===== config.mk =====
export PLATFORM = sky130hd
export DESIGN_NAME = rcs_ctrl
export DESIGN_NICKNAME = d
export VERILOG_FILES = /design/src/rtl/rcs_pkg.sv /design/src/rtl/rcs_ctrl.sv
export VERILOG_INCLUDE_DIRS = /design/src /design/src/rtl
export SDC_FILE = /design/constraint.sdc
export NUM_CORES = 1
export LEC_CHECK = 0
export ABC_CLOCK_PERIOD_IN_PS = 5900
export BUFFER_PORTS_ARGS = -buffer_cell sky130_fd_sc_hd__buf_4
export CORE_ASPECT_RATIO = 0.8
export CORE_MARGIN = 4
export CORE_UTILIZATION = 24
export CTS_CLUSTER_DIAMETER = 30
export DETAILED_ROUTE_END_ITERATION = 10
export GPL_TIMING_DRIVEN = 1
export PLACE_DENSITY_LB_ADDON = 0.3
export RECOVER_POWER = 25
export SETUP_SLACK_MARGIN = 0.3
export SYNTH_ARGS = -nofsm -noshare
export SYNTH_HDL_FRONTEND = slang
export SYNTH_SLANG_ARGS = --single-unit

===== constraint.sdc =====
create_clock -name ref_clk -period 5.9 [get_ports ref_clk]
set_input_delay 0.295 -clock ref_clk [delete_from_list [all_inputs] [get_ports ref_clk]]
set_output_delay 0.295 -clock ref_clk [all_outputs]
set_load 0.01 [all_outputs]

===== src/rtl/rcs_consts.svh =====
/*
 Constants for the reset and strobe controller: register offsets,
 field positions, reset values and timing counts.
 Assumes inclusion by bare name from rtl/.
*/
// Summary of operation
// Table write strobe only during table write
// Table write low keeps other strobes high
// Source holds init input low five cycles
// Init forces strobes high, data bus released
// Init clears counter and address synchronously
// Init disables attention, clears pending flag
// Init leaves overflow mode unchanged
// Reset state lasts while init held
// Clock output is input divided by four
// Port read enable only during port read
// Port write strobe only during port write
// Fetch enable low for every fetch
// Attention falling edge sets pending flag
// Init input passes two-stage synchronizer
// Fetching restarts from address zero
`ifndef RCS_CONSTS_SVH
`define RCS_CONSTS_SVH

// ----------------------------------------
// Register byte offsets
// ----------------------------------------
`define RCS_OFS_CTRL    4'h0
`define RCS_OFS_CMD     4'h4
`define RCS_OFS_TADDR   4'h8
`define RCS_OFS_STATUS  4'hC

// ----------------------------------------
// Field positions
// ----------------------------------------
`define RCS_CTRL_ATTN_EN  0
`define RCS_CTRL_OVM      1
`define RCS_CTRL_GRANT    2
`define RCS_CMD_PORT_LSB  4
`define RCS_CMD_DATA_LSB  16
`define RCS_ST_PEND       16
`define RCS_ST_BUSY       17
`define RCS_ST_INRST      18

// ----------------------------------------
// Reset values and timing
// ----------------------------------------
`define RCS_PROG_CNT_RST  16'h0000
`define RCS_PHASE_LAST    2'h3
`define RCS_DIV_RATIO     4
`define RCS_INIT_MIN_CYC  5

`endif


===== src/rtl/rcs_pkg.sv =====
/*
 Types for the reset and strobe controller.
 Assumes rcs_consts.svh holds all numbers.
*/
package rcs_pkg;

  // ----------------------------------------
  // Machine cycle kinds
  // ----------------------------------------
  typedef enum logic [4:0] {
    ST_RESET = 5'h01,
    ST_FETCH = 5'h02,
    ST_PRD   = 5'h04,
    ST_PWR   = 5'h08,
    ST_TWR   = 5'h10
  } rcs_state_type;

  typedef enum logic [1:0] {
    OP_NONE = 2'h0,
    OP_PRD  = 2'h1,
    OP_PWR  = 2'h2,
    OP_TWR  = 2'h3
  } rcs_op_type;

endpackage : rcs_pkg


===== src/rtl/rcs_ctrl.sv =====
/*
 Reset and bus-strobe controller with an Avalon-MM register slave.
 Assumes ref_clk is the oscillator input and that data bus pins are
 resolved from data_oe outside this module.
*/
`timescale 1ns/1ps
`include "rcs_consts.svh"

module rcs_ctrl #(
  parameter int AW = 16,
  parameter int DW = 16
) (
  // Clock and reset
  input  wire logic            ref_clk,
  input  wire logic            rst_b,
  // Device pins
  input  wire logic            init_input_n,
  input  wire logic            ext_attention_n,
  output logic                 divided_clock_out,
  output logic                 fetch_enable_n,
  output logic                 port_read_enable_n,
  output logic                 port_write_strobe_n,
  output logic                 table_write_strobe_n,
  output logic [AW-1:0]        addr_out,
  input  wire logic [DW-1:0]   data_in,
  output logic [DW-1:0]        data_out,
  output logic                 data_oe,
  // Avalon-MM slave
  input  wire logic [3:0]      avs_address,
  input  wire logic            avs_read,
  input  wire logic            avs_write,
  input  wire logic [31:0]     avs_writedata,
  output logic [31:0]          avs_readdata,
  output logic                 avs_waitrequest
);

  // ----------------------------------------
  // Synchronizers
  // ----------------------------------------
  logic          init_s1_q;
  logic          init_s2_q;
  logic          att_s1_q;
  logic          att_s2_q;
  logic          att_s3_q;
  logic [DW-1:0] din_s1_q;
  logic [DW-1:0] din_s2_q;
  wire           in_reset = !init_s2_q;
  wire           att_fall = att_s3_q && !att_s2_q;

  // Power-on reset counts as init asserted
  always_ff @(posedge ref_clk or negedge rst_b) begin
    if (!rst_b) begin
      init_s1_q <= 1'b0;
      init_s2_q <= 1'b0;
      att_s1_q  <= 1'b1;
      att_s2_q  <= 1'b1;
      att_s3_q  <= 1'b1;
      din_s1_q  <= '0;
      din_s2_q  <= '0;
    end else begin
      init_s1_q <= init_input_n;
      init_s2_q <= init_s1_q;
      att_s1_q  <= ext_attention_n;
      att_s2_q  <= att_s1_q;
      att_s3_q  <= att_s2_q;
      din_s1_q  <= data_in;
      din_s2_q  <= din_s1_q;
    end
  end

  // ----------------------------------------
  // Phase divider
  // ----------------------------------------
  logic [1:0] phase_q;
  logic       clk_out_q;
  wire        cyc_end = (phase_q == `RCS_PHASE_LAST);

  // High in phases 0 and 1, low in 2 and 3
  always_ff @(posedge ref_clk or negedge rst_b) begin
    if (!rst_b) begin
      phase_q   <= 2'h0;
      clk_out_q <= 1'b1;
    end else begin
      phase_q   <= phase_q + 2'h1;
      clk_out_q <= (phase_q == 2'h3) || (phase_q == 2'h0);
    end
  end

  // ----------------------------------------
  // Register bus decode
  // ----------------------------------------
  logic                 cmd_pend_q;
  logic                 rd_vld_q;
  wire                  wr_ctrl  = avs_write && (avs_address == `RCS_OFS_CTRL);
  wire                  wr_cmd   = avs_write && (avs_address == `RCS_OFS_CMD);
  wire                  wr_taddr = avs_write && (avs_address == `RCS_OFS_TADDR);
  // Command writes stall until the previous command has been taken
  wire                  cmd_stall = wr_cmd && cmd_pend_q;
  wire                  cmd_acc   = wr_cmd && !cmd_pend_q;
  assign avs_waitrequest = avs_read ? !rd_vld_q : cmd_stall;

  // ----------------------------------------
  // Control and attention
  // ----------------------------------------
  logic attn_en_q;
  logic ovm_q;
  logic pend_q;
  wire  grant = wr_ctrl && avs_writedata[`RCS_CTRL_GRANT] && attn_en_q;

  always_ff @(posedge ref_clk or negedge rst_b) begin
    if (!rst_b) begin
      attn_en_q <= 1'b0;
      ovm_q     <= 1'b0;
      pend_q    <= 1'b0;
    end else begin
      if (in_reset) begin
        attn_en_q <= 1'b0;
      end else if (wr_ctrl) begin
        attn_en_q <= avs_writedata[`RCS_CTRL_ATTN_EN];
      end
      // Init does not touch overflow mode
      if (wr_ctrl) begin
        ovm_q <= avs_writedata[`RCS_CTRL_OVM];
      end
      // Edge sets win over a grant in the same cycle
      if (in_reset) begin
        pend_q <= 1'b0;
      end else if (att_fall) begin
        pend_q <= 1'b1;
      end else if (grant) begin
        pend_q <= 1'b0;
      end
    end
  end

  // ----------------------------------------
  // Command holding registers
  // ----------------------------------------
  logic [1:0]    cmd_op_q;
  logic [2:0]    cmd_port_q;
  logic [DW-1:0] cmd_data_q;
  logic [AW-1:0] taddr_q;
  logic [DW-1:0] prd_data_q;

  // ----------------------------------------
  // Machine cycle sequencer
  // ----------------------------------------
  rcs_pkg::rcs_state_type st_q;
  rcs_pkg::rcs_state_type st_d;
  logic [AW-1:0]          prog_cnt_q;
  logic [AW-1:0]          prog_cnt_d;
  logic [AW-1:0]          addr_d;
  wire                    take_cmd = cyc_end && !in_reset && cmd_pend_q;

  always_comb begin
    st_d = rcs_pkg::ST_FETCH;
    if (in_reset) begin
      st_d = rcs_pkg::ST_RESET;
    end else if (cmd_pend_q) begin
      unique case (cmd_op_q)
        rcs_pkg::OP_PRD: st_d = rcs_pkg::ST_PRD;
        rcs_pkg::OP_PWR: st_d = rcs_pkg::ST_PWR;
        rcs_pkg::OP_TWR: st_d = rcs_pkg::ST_TWR;
        default:         st_d = rcs_pkg::ST_FETCH;
      endcase
    end
  end

  // Counter advances only when a fetch cycle completes
  assign prog_cnt_d = in_reset ? `RCS_PROG_CNT_RST :
                      (st_q == rcs_pkg::ST_FETCH) ? prog_cnt_q + 16'h0001 : prog_cnt_q;

  always_comb begin
    addr_d = '0;
    unique case (st_d)
      rcs_pkg::ST_RESET: addr_d = '0;
      rcs_pkg::ST_FETCH: addr_d = prog_cnt_d;
      rcs_pkg::ST_TWR:   addr_d = taddr_q;
      rcs_pkg::ST_PRD,
      rcs_pkg::ST_PWR:   addr_d = {{(AW-3){1'b0}}, cmd_port_q};
    endcase
  end

  // Clearing waits for the end of the current machine cycle
  always_ff @(posedge ref_clk or negedge rst_b) begin
    if (!rst_b) begin
      st_q       <= rcs_pkg::ST_RESET;
      prog_cnt_q <= `RCS_PROG_CNT_RST;
      addr_out   <= '0;
      data_out   <= '0;
      prd_data_q <= '0;
    end else if (cyc_end) begin
      st_q     <= st_d;
      prog_cnt_q <= prog_cnt_d;
      addr_out <= addr_d;
      data_out <= cmd_data_q;
      if (st_q == rcs_pkg::ST_PRD) begin
        prd_data_q <= din_s2_q;
      end
    end
  end

  always_ff @(posedge ref_clk or negedge rst_b) begin
    if (!rst_b) begin
      cmd_pend_q <= 1'b0;
      cmd_op_q   <= 2'h0;
      cmd_port_q <= 3'h0;
      cmd_data_q <= '0;
      taddr_q    <= '0;
    end else begin
      // Commands seen during init are dropped, not deferred
      if (cmd_acc && !in_reset) begin
        cmd_pend_q <= (avs_writedata[1:0] != rcs_pkg::OP_NONE);
        cmd_op_q   <= avs_writedata[1:0];
        cmd_port_q <= avs_writedata[`RCS_CMD_PORT_LSB +: 3];
        cmd_data_q <= avs_writedata[`RCS_CMD_DATA_LSB +: DW];
      end else if (take_cmd || in_reset) begin
        cmd_pend_q <= 1'b0;
      end
      if (wr_taddr) begin
        taddr_q <= avs_writedata[AW-1:0];
      end
    end
  end

  // ----------------------------------------
  // Strobes and data bus
  // ----------------------------------------
  wire act_ph = (phase_q != 2'h0);
  wire wr_ph  = phase_q[1];
  // One-hot state keeps the strobes mutually exclusive
  assign divided_clock_out    = clk_out_q;
  assign fetch_enable_n       = !((st_q == rcs_pkg::ST_FETCH) && act_ph);
  assign port_read_enable_n   = !((st_q == rcs_pkg::ST_PRD) && act_ph);
  assign port_write_strobe_n  = !((st_q == rcs_pkg::ST_PWR) && wr_ph);
  assign table_write_strobe_n = !((st_q == rcs_pkg::ST_TWR) && wr_ph);
  // Reset state drives no strobe and no data
  assign data_oe = ((st_q == rcs_pkg::ST_PWR) || (st_q == rcs_pkg::ST_TWR)) && act_ph;

  // ----------------------------------------
  // Read data path
  // ----------------------------------------
  wire [31:0] st_word = {13'h0000, in_reset, cmd_pend_q, pend_q, prog_cnt_q};
  wire [31:0] rd_mux  =
    (avs_address == `RCS_OFS_CTRL)   ? {29'h0000_0000, 1'b0, ovm_q, attn_en_q} :
    (avs_address == `RCS_OFS_CMD)    ? {16'h0000, prd_data_q} :
    (avs_address == `RCS_OFS_TADDR)  ? {16'h0000, taddr_q} :
    (avs_address == `RCS_OFS_STATUS) ? st_word : 32'h0000_0000;

  // Reads take one wait cycle so that read data come from a flop
  always_ff @(posedge ref_clk or negedge rst_b) begin
    if (!rst_b) begin
      rd_vld_q     <= 1'b0;
      avs_readdata <= 32'h0000_0000;
    end else begin
      rd_vld_q <= avs_read && !rd_vld_q;
      if (avs_read && !rd_vld_q) begin
        avs_readdata <= rd_mux;
      end
    end
  end

  // ----------------------------------------
  // Checks
  // ----------------------------------------
  property p_twr_only;
    @(posedge ref_clk) disable iff (!rst_b)
    !table_write_strobe_n |-> (st_q == rcs_pkg::ST_TWR) && data_oe;
  endproperty
  a_twr_only: assert property (p_twr_only) else $error("table strobe outside write");

  property p_twr_excl;
    @(posedge ref_clk) disable iff (!rst_b)
    !table_write_strobe_n |-> fetch_enable_n && port_read_enable_n && port_write_strobe_n;
  endproperty
  a_twr_excl: assert property (p_twr_excl) else $error("strobe overlaps table write");

  property p_rst_quiet;
    @(posedge ref_clk) disable iff (!rst_b)
    in_reset && (st_q == rcs_pkg::ST_RESET) |-> fetch_enable_n && port_read_enable_n
      && port_write_strobe_n && table_write_strobe_n && !data_oe;
  endproperty
  a_rst_quiet: assert property (p_rst_quiet) else $error("bus active in reset");

  property p_cnt_clr;
    @(posedge ref_clk) disable iff (!rst_b)
    in_reset && cyc_end |=> (prog_cnt_q == 16'h0000) && (addr_out == '0);
  endproperty
  a_cnt_clr: assert property (p_cnt_clr) else $error("counter not cleared");

  property p_attn_rst;
    @(posedge ref_clk) disable iff (!rst_b)
    in_reset |=> !attn_en_q && !pend_q;
  endproperty
  a_attn_rst: assert property (p_attn_rst) else $error("attention survives reset");

  property p_ovm_keep;
    @(posedge ref_clk) disable iff (!rst_b)
    in_reset && !wr_ctrl |=> $stable(ovm_q);
  endproperty
  a_ovm_keep: assert property (p_ovm_keep) else $error("overflow mode changed");

  property p_hold;
    @(posedge ref_clk) disable iff (!rst_b)
    in_reset && cyc_end |=> (st_q == rcs_pkg::ST_RESET);
  endproperty
  a_hold: assert property (p_hold) else $error("left reset early");

  property p_clk_div;
    @(posedge ref_clk) disable iff (!rst_b)
    $rose(divided_clock_out) |=> divided_clock_out ##1 !divided_clock_out [*2]
      ##1 divided_clock_out;
  endproperty
  a_clk_div: assert property (p_clk_div) else $error("clock output not quarter rate");

  property p_prd;
    @(posedge ref_clk) disable iff (!rst_b)
    !port_read_enable_n |-> (st_q == rcs_pkg::ST_PRD) && fetch_enable_n && !data_oe;
  endproperty
  a_prd: assert property (p_prd) else $error("read enable misplaced");

  property p_pwr;
    @(posedge ref_clk) disable iff (!rst_b)
    !port_write_strobe_n |-> (st_q == rcs_pkg::ST_PWR) && data_oe && table_write_strobe_n;
  endproperty
  a_pwr: assert property (p_pwr) else $error("write strobe misplaced");

  property p_fetch;
    @(posedge ref_clk) disable iff (!rst_b)
    $fell(fetch_enable_n) |-> !fetch_enable_n [*3] ##1 fetch_enable_n;
  endproperty
  a_fetch: assert property (p_fetch) else $error("fetch enable wrong length");

  property p_att;
    @(posedge ref_clk) disable iff (!rst_b)
    att_fall && !in_reset |=> pend_q;
  endproperty
  a_att: assert property (p_att) else $error("attention edge lost");

  property p_sync;
    @(posedge ref_clk) disable iff (!rst_b)
    !init_input_n ##1 !init_input_n |=> in_reset;
  endproperty
  a_sync: assert property (p_sync) else $error("init not seen after two flops");

  property p_start;
    @(posedge ref_clk) disable iff (!rst_b)
    (st_q == rcs_pkg::ST_RESET) ##1 (st_q == rcs_pkg::ST_FETCH) |-> (addr_out == '0);
  endproperty
  a_start: assert property (p_start) else $error("fetch not from zero");

  c_twr: cover property (@(posedge ref_clk) disable iff (!rst_b) $fell(table_write_strobe_n));
  c_prd: cover property (@(posedge ref_clk) disable iff (!rst_b) $fell(port_read_enable_n));
  c_rel: cover property (@(posedge ref_clk) disable iff (!rst_b) $fell(in_reset));
  c_grant: cover property (@(posedge ref_clk) disable iff (!rst_b) grant && pend_q);

endmodule : rcs_ctrl


==> impl_metrics.json, run 1 <==
{
  "synth_top_area_share_pct": 58.51,
  "io_pins": 129,
  "clk_latency_ns": 0.42,
  "powerDensity_mw_per_mm2": 308.1,
  "hp-class": "input pin to async pin",
  "synth_edf_count": 0,
  "clk_pin_slew_ns": 0.07,
  "status": "finished, violations left",
  "cp_data_required_time_ns": 6.23,
  "post-dp-hpwl_um": 12770,
  "crit_type": "register to register",
  "postSynthCellCount": 562,
  "vias": 4815,
  "syn_area_per_cell_um2": 12.56,
  "stdcell_count": 1066,
  "clk_path_buf_depth": 2,
  "via_per_inst": 4.517,
  "grt_first_pass_wirelength_um": 28740,
  "wl_um": 18220,
  "hold_viol": 15,
  "fmax_mhz": 365.0,
  "tritoncts.num_buffers": 17,
  "dieWidth_um": 199.7,
  "worst_slew_pin_slew_ns": 1.059,
  "synth_cell_types": 56,
  "io_buffers": 115,
  "firstDrtPassIters": 5,
  "drc": 0,
  "yosys.cell_count.top_type": "dfrtp_1",
  "core_area_mm2": 0.02863,
  "drive_above_1_share_pct": 34.63,
  "initial_core_util_pct": 24.65,
  "synth_ff_type": "dfrtp_1",
  "drtIter0Drc": 239,
  "cts_tree": "done",
  "cp-start-kind": "register",
  "num-nets-final": 745,
  "maxCapViolCount": 0,
  "dp.cells": 1017,
  "skew_ns": 0.007339,
  "post_cts_buffers": 0,
  "reg2reg_slack_ns": 3.16,
  "p_total_mw": 2.777,
  "rsz0062_at_grt": "false",
  "antenna_found_initial": 0,
  "fin_crit_ns": 2.740,
  "syn_area_mm2": 0.007057,
  "setup_tns_ns": 0,
  "critPathMaxFanout": 38,
  "gr-total-overflow": 0,
  "ant_nets": 0,
  "root_buffer": "clkbuf_16",
  "synthTopCellsByArea": "dfrtp_1, mux2_2, o21ai_0",
  "ys_warn_count": 0,
  "clock_sinks": 170,
  "slew_headroom_pct": 28.97,
  "antenna_cells": 0,
  "yosysSeqAreaShare_pct": 60.37,
  "gr-usage-all-layers_pct": 11.50,
  "synth-seq-cells": 170,
  "worstPathArrival_ns": 3.07,
  "yosys-top-cells-count": "dfrtp_1, mux2_2, o21ai_0",
  "violations": "hold timing",
  "final_max_slew_viol_count": 0,
  "synth_top_cell_by_area": "dfrtp_1",
  "grt_pass1_vias": 4778,
  "timing.final.crit_share_pct": 46.44,
  "row_count": 55,
  "power_leakage_nw": 4.007,
  "dieArea_mm2": 0.03223,
  "die_h_um": 161.4,
  "worst_setup_path_end_kind": "register",
  "fill_cells": 2934,
  "ir_drop_uv": 156.0,
  "clock_tree.htree_level_count": 4,
  "routabilityCongestion": 0.7703,
  "area_growth_pct": 27.73,
  "routedWlPerCell_um": 17.09,
  "async_flop_share_pct": 100.0,
  "grt_max_degree": 103,
  "hold_ws_ns": -0.01916,
  "setup-violations-final": 0
}
where the power goes:
group | internal [mW] | switching, mW | leakage (nW)
logic | 0.162 | 0.130 | 1.54
registers | 1.27 | 0.0810 | 2.19
clock network | 0.633 | 0.496 | 0.281
final cells by class:
type	instances	area, µm²	area share, %
sequential	170	4260	47.27
multi-input combinational	340	2550	28.29
timing repair buffer	140	1096	12.16
tap	370	462.9	5.136
clock buffer	17	425.4	4.720
clock inverter	14	162.7	1.805
inverter	15	56.30	0.6247
critical path, stage by stage (launching register included):
cell	delay (ns)
dfrtp_1	0.40
ha_1	0.16
buf_4	0.43
clkinv_1	0.98
nor3_1	0.45
a21oi_1	0.06
o2bb2ai_1	0.14
cell usage in the layout, fill, tap and decap left out, types with 3 or more instances in the layout:
| master | count |
|---|---|
| nor2_1 | 14 |
| mux2i_1 | 7 |
| nand2_1 | 40 |
| nand4b_1 | 4 |
| mux2_2 | 71 |
| o21ai_1 | 7 |
| dlygate4sd3_1 | 18 |
| a21oi_1 | 9 |
| inv_6 | 4 |
| nand3_1 | 15 |
| nand4_1 | 8 |
| dfstp_2 | 5 |
| dfrtp_1 | 165 |
| o2bb2ai_1 | 7 |
| xnor2_1 | 10 |
| clkbuf_16 | 17 |
| nor4_4 | 3 |
| inv_1 | 13 |
| clkbuf_4 | 17 |
| ha_1 | 3 |
| conb_1 | 13 |
| o221ai_1 | 4 |
| nor3_2 | 3 |
| a221oi_1 | 15 |
| nor3_1 | 3 |
| o21ai_0 | 45 |
| buf_4 | 103 |
| and3_1 | 4 |
| clkinvlp_4 | 3 |
| xor2_1 | 6 |
| a211oi_1 | 5 |
| a22oi_1 | 12 |
what timing repair did:
action / in CTS / in global routing
gates resized for setup: 0 / 0
hold endpoints to repair: 18 / 0
hold buffers: 18 / 0
state kept, by name, summed over array words and instances (netlist names), 2 cells and up:
name / flops
din_s2_q: 16
cmd_port_q: 3
cmd_op_q: 2
din_s1_q: 16
phase_q: 2
addr_out: 16
prog_cnt_q: 16
cmd_data_q: 16
st_q: 5
prd_data_q: 16
taddr_q: 16
data_out: 16
avs_readdata: 19
metrics by stage:
stage	area (µm²)	utilization, %	setup slack, ns	hold WS (ns)
global route	9014	31.49	2.896	0.06020
CTS	9017	31.50	3.116	0.01379
finish	9014	31.49	3.160	-0.01916
floorplan	7102	-	3.814	-0.0005911
global placement	8249	28.82	3.095	0.3349
detailed placement	8249	28.82	3.056	0.3347
logic make-up after synthesis:
family                   count (synthesis)  synth area share, %
flip-flops                             170                60.37
AO/OA/AOI/OAI                          121                11.42
adder cells (fa/ha/maj)                  3               0.5320
AND/OR/NAND/NOR                        109                8.990
buffers and inverters                   64                4.326
multiplexers                            78                12.32
other                                    1              0.05314
XOR/XNOR                                16                1.986
path summary, 6_finish.rpt:
path / startpoint / to / cells after the start
worst max-delay path: phase_q[1] / prog_cnt_q[3] / 6
worst min-delay path: rst_b / din_s1_q[5] / 1
worst max register to register: phase_q[1] / prog_cnt_q[3] / 6
worst min register to register: init_s1_q / init_s2_q / 0
max in group asynchronous: rst_b / addr_out[13] / 2
min in group ref_clk: avs_writedata[17] / cmd_data_q[1] / 2
layer usage:
| layer | vias up | GRT usage (%) | part of all wire [%] |
|---|---|---|---|
| met5 | - | 0 | 0 |
| met2 | 115 | 16.17 | 43 |
| li1 | 2248 | - | - |
| met3 | 14 | 2.899 | 5.1 |
| met4 | 0 | 2.685 | 0.92 |
| met1 | 2438 | 17.65 | 51 |
Note: power is estimated with default switching activity, not from simulation.
==> run 2, diff against run 1 <==
- ABC_CLOCK_PERIOD_IN_PS: 5900 -> 2300
- clock period: 5.9 -> 2.3 ns (I/O delays scaled with it)
==> run 2 against run 1 <==
Against the previous run: the run ends with capacitance limit, slew limit left; fmax grew 34%; register-to-register slack worse by 2.9 ns; clock skew is 0.0033 ns higher; die area unchanged; wire length is 3.6% higher; worst hold slack better by 0.051 ns; via count grew 5.5%; sequential power rose to 2.5 times the previous value; count of clock-buffer cells in the layout did not move.
==> impl_metrics.json, run 2 (synthesis gave the netlist of run 1 again) <==
{
  "crit_type": "register to register",
  "vias": 5080,
  "reg2regPathDepth": 5,
  "setup_tns_ns": 0,
  "via_per_inst": 4.492,
  "drc": 0,
  "clock_tree.htree_level_count": 4,
  "maxCapViolCount": 1,
  "die_h_um": 161.4,
  "cts_tree": "done",
  "grt_first_pass_wirelength_um": 30080,
  "cp-start-kind": "register",
  "drive_above_1_share_pct": 36.71,
  "ir_drop_uv": 444.6,
  "largest_reg_flops": 19,
  "gr-usage-all-layers_pct": 12.04,
  "power_leakage_nw": 4.381,
  "routedWlPerCell_um": 16.68,
  "initial_core_util_pct": 24.65,
  "final_max_slew_viol_count": 61,
  "status": "finished, violations left",
  "dieWidth_um": 199.7,
  "io_pins": 129,
  "dieArea_mm2": 0.03223,
  "fin_crit_ns": 2.038,
  "worst_setup_path_end_kind": "register",
  "powerDensity_mw_per_mm2": 758.4,
  "drtIter0Drc": 327,
  "slew_headroom_pct": -6.555,
  "hold_viol": 0,
  "routabilityCongestion": 0.7827,
  "worstPathArrival_ns": 2.39,
  "io_buffers": 115,
  "startpoint": "st_q[3]",
  "gr-total-overflow": 0,
  "rsz0062_at_grt": "true",
  "violations": "capacitance limit, slew limit",
  "area_growth_pct": 37.16,
  "setup-violations-final": 0,
  "num-nets-final": 808,
  "tritoncts.num_buffers": 17,
  "critPathMaxFanout": 5,
  "layout_common_cells": "dfrtp_1, buf_4, mux2_2, dlygate4sd3_1, o21ai_0",
  "rr_endpoint": "addr_out[14]",
  "grt_max_degree": 63,
  "clk_path_buf_depth": 2,
  "timing.rr.start": "st_q[3]",
  "post-dp-hpwl_um": 13440,
  "worst_slew_pin_slew_ns": 1.598,
  "row_count": 55,
  "grt_pass1_vias": 5144,
  "timing.final.crit_share_pct": 88.60,
  "clock_sinks": 170,
  "clk_pin_slew_ns": 0.07,
  "hp-class": "input pin to register",
  "largest_register": "avs_readdata",
  "wl_um": 18870,
  "clk_latency_ns": 0.43,
  "dp.cells": 1040,
  "firstDrtPassIters": 7,
  "final_common_cell": "dfrtp_1",
  "root_buffer": "clkbuf_16",
  "ant_nets": 0,
  "antenna_found_initial": 1,
  "fmax_mhz": 490.7,
  "stdcell_count": 1131,
  "cp_data_required_time_ns": 2.65,
  "skew_ns": 0.01060,
  "cp-endpoint": "addr_out[14]",
  "core_area_mm2": 0.02863,
  "reg2reg_slack_ns": 0.26
}
==> run 2: what timing repair did <==
action	CTS	global route
resized for setup	2	11
hold endpoints to repair	114	0
setup endpoints to repair	19	28
hold buffers	52	0
setup buffers	6	0
pin swaps	3	4
==> run 2: worst min-delay path by stage <==
stage | startpoint | endpoint | slack [ns] | cells after the start
after global placement | rst_b | din_s1_q[6] | 0.15 | 1
after CTS | avs_address[3] | avs_readdata[16] | 0.01 | 3
after global routing | avs_address[3] | avs_readdata[17] | 0.04 | 3
after detailed placement | rst_b | din_s1_q[6] | 0.15 | 1
final | avs_address[3] | avs_readdata[16] | 0.03 | 3
after floorplan | rst_b | addr_out[0] | -0.18 | 0
==> run 2: worst max-delay path, cell delays in order (launching register included) <==
cell	delay (ns)
dfrtp_1	0.39
or4b_4	0.58
nor3_4	0.20
or4b_4	0.51
xor2_1	0.16
o21ai_1	0.12
==> run 2: metrics by stage <==
step	setup slack, ns	power [mW]	hold slack, ns	instance area (µm²)	utilization [%]
after floorplan	0.2654	3.869	-0.1806	7126	-
after global placement	0.2215	4.297	0.1524	8474	29.60
after detailed placement	0.1706	4.311	0.1521	8474	29.60
after CTS	0.2430	7.471	0.01455	9662	33.75
after global routing	0.1793	7.715	0.04023	9679	33.81
final	0.2622	7.341	0.03149	9679	33.81
==> run 2: report_power, final <==
part           switching (mW)  total [mW]  internal, mW
registers               0.183        3.45          3.27
clock network            1.36        3.03          1.67
logic                   0.377       0.858         0.481
==> run 2: layout make-up <==
cell class / instances / area (µm²)
sequential: 170 / 4260
clock inverter: 15 / 193.9
inverter: 15 / 56.30
clock buffer: 17 / 425.4
timing repair buffer: 203 / 1689
multi-input combinational: 340 / 2589
antenna: 1 / 2.502
fill: 2869 / 18950
tap: 370 / 462.9
==> run 2: per-layer routing <==
metal	routed length (µm)	track usage, %
met1	9637	18.57
met2	8062	16.72
met3	987	3.107
met4	177	2.901
met5	0	0
==> run 3, diff against run 2 <==
- REMOVE_ABC_BUFFERS: default -> 1
==> run 3 against run 2 <==
Against the previous run: the flow now finishes without violations; sequential power is essentially flat; non-clock buffer count is the same; die area unchanged; combinational power is 3.1% lower; critical path depth is 2 lower; clock skew grew 0.0016 ns; sequential share of layout area is 0.36 points higher; total power is 3.6% lower; first-iteration DRC count decreased by 20%; via count shrank 1.2%.
==> impl_metrics.json, run 3 (synthesis gave the netlist of run 1 again) <==
{
  "whs_path_depth": 3,
  "design_area_mm2": 0.009602,
  "routabilityCongestion": 0.7821,
  "io_buffers": 115,
  "drive_above_1_share_pct": 36.32,
  "slew_headroom_pct": 7.954,
  "clk_path_buf_depth": 2,
  "min_from": "avs_address[3]",
  "dieWidth_um": 199.7,
  "fin_crit_ns": 2.022,
  "hold_viol": 0,
  "worstPathArrival_ns": 1.91,
  "hp-class": "input pin to register",
  "crit_family": "simple AND/OR/NAND/NOR gates",
  "crit_buf_inv": 1,
  "worstPathCellList": "or4b_4 -> or3_4 -> buf_6",
  "dieArea_mm2": 0.03223,
  "vias": 5017,
  "fin_util_pct": 33.54,
  "antenna_found_initial": 0,
  "fmax_mhz": 494.5,
  "dp.cells": 1036,
  "power_leakage_nw": 4.283,
  "p_total_mw": 7.078,
  "row_count": 55,
  "ant_nets": 0,
  "grt_use_met3_pct": 3.379,
  "cp_data_required_time_ns": 2.18,
  "root_buffer": "clkbuf_16",
  "crit_type": "register to output pin",
  "status": "completed",
  "routedWlPerCell_um": 16.73,
  "tritoncts.num_buffers": 17,
  "stdcell_count": 1130,
  "clock_tree.htree_level_count": 4,
  "cp-start-kind": "register",
  "largest_reg_flops": 19,
  "ir_drop_uv": 502.4,
  "reg2reg_slack_ns": 0.30,
  "place_area_mm2": 0.008408,
  "num-nets-final": 808,
  "fill_cells": 2900,
  "clk_pin_slew_ns": 0.06,
  "die_h_um": 161.4,
  "worst_slew_pin_slew_ns": 1.381,
  "rr_endpoint": "addr_out[13]",
  "post-dp-hpwl_um": 12980,
  "final_max_slew_viol_count": 0,
  "gr-total-overflow": 0,
  "timing.final.crit_share_pct": 87.92,
  "area_growth_pct": 36.06,
  "clk_latency_ns": 0.44,
  "grt_first_pass_wirelength_um": 29870,
  "critPathMaxFanout": 5,
  "grt_max_degree": 67,
  "io_pins": 129,
  "antenna_cells": 0,
  "powerDensity_mw_per_mm2": 737.2,
  "wl_um": 18910,
  "setup-violations-final": 0,
  "core_area_mm2": 0.02863,
  "worst_setup_path_end_kind": "output pin",
  "rsz0062_at_grt": "true",
  "holdPathEnd": "avs_readdata[16]",
  "gr-usage-all-layers_pct": 12.06,
  "drtIter0Drc": 263,
  "maxCapViolCount": 0,
  "layout_common_cells": "dfrtp_1, buf_4, mux2_2, dlygate4sd3_1, o21ai_0",
  "grt_pass1_vias": 5081,
  "grt.busiest_layer": "met1",
  "drc": 0,
  "largest_register": "avs_readdata",
  "initial_core_util_pct": 24.65,
  "via_per_inst": 4.440,
  "final_common_cell": "dfrtp_1",
  "met1_usage_pct": 17.66,
  "cts_tree": "done",
  "timing.rr.start": "st_q[4]",
  "critPathSlowestCell": "or4b_4",
  "skew_ns": 0.01217,
  "clock_sinks": 170,
  "reg2regPathDepth": 6,
  "cp_slowest_stage_delay_ns": 0.59,
  "use_met2_pct": 17.19,
  "firstDrtPassIters": 4,
  "hold_ws_ns": 0.02447
}
-- run 3: worst min-delay path, delay by kind of cell --
family / cells / cell delay (ns)
buf+inv: 1 / 0.14
compound gates: 1 / 0.08
simple gates: 1 / 0.08
-- run 3: what timing repair did --
action,in CTS,in global routing
endpoints found under the hold margin,105,0
endpoints found under the setup margin,20,24
pin swaps,4,4
hold buffers,52,0
buffers inserted,5,5
resized for setup,6,8
-- run 3: metal layers --
metal	wire length (µm)	vias up	part of all wire, %
met1	9330	2509	49
met4	241	0	1.3
met2	8319	111	44
met3	1016	15	5.4
met5	0	-	0
li1	-	2382	-
-- run 3: layout make-up --
cell class              instances  area [µm²]  share of cell area (%)
clock inverters                10       93.84                  0.9773
repair buffers                203        1673                   17.42
well taps                     370       462.9                   4.821
clock buffers                  22       464.2                   4.835
inverters                      15       56.30                  0.5864
multi-input cells             340        2591                   26.99
flip-flops and latches        170        4260                   44.37
-- run 3: how the worst max path moves through the flow --
stage | end | depth (start not counted) | from
2_1_floorplan | prog_cnt_q[3] | 5 | phase_q[1]
3_3_place_gp | addr_out[15] | 5 | st_q[0]
3_5_place_dp | prog_cnt_q[8] | 4 | st_q[0]
4_1_cts | fetch_enable_n | 3 | st_q[4]
5_1_grt | addr_out[12] | 7 | st_q[4]
6_report | fetch_enable_n | 3 | st_q[4]
-- run 3: per-stage QoR --
stage / setup slack, ns / TNS (ns)
2_1_floorplan: -0.3435 / -10.97
3_3_place_gp: 0.2085 / 0
3_5_place_dp: 0.1553 / 0
4_1_cts: 0.2435 / 0
5_1_grt: 0.1985 / 0
6_report: 0.2778 / 0
-- run 3: power breakdown --
part	switching, mW	internal, mW
sequential	0.194	3.27
clock	1.23	1.55
combinational	0.362	0.469
total	1.79	5.29
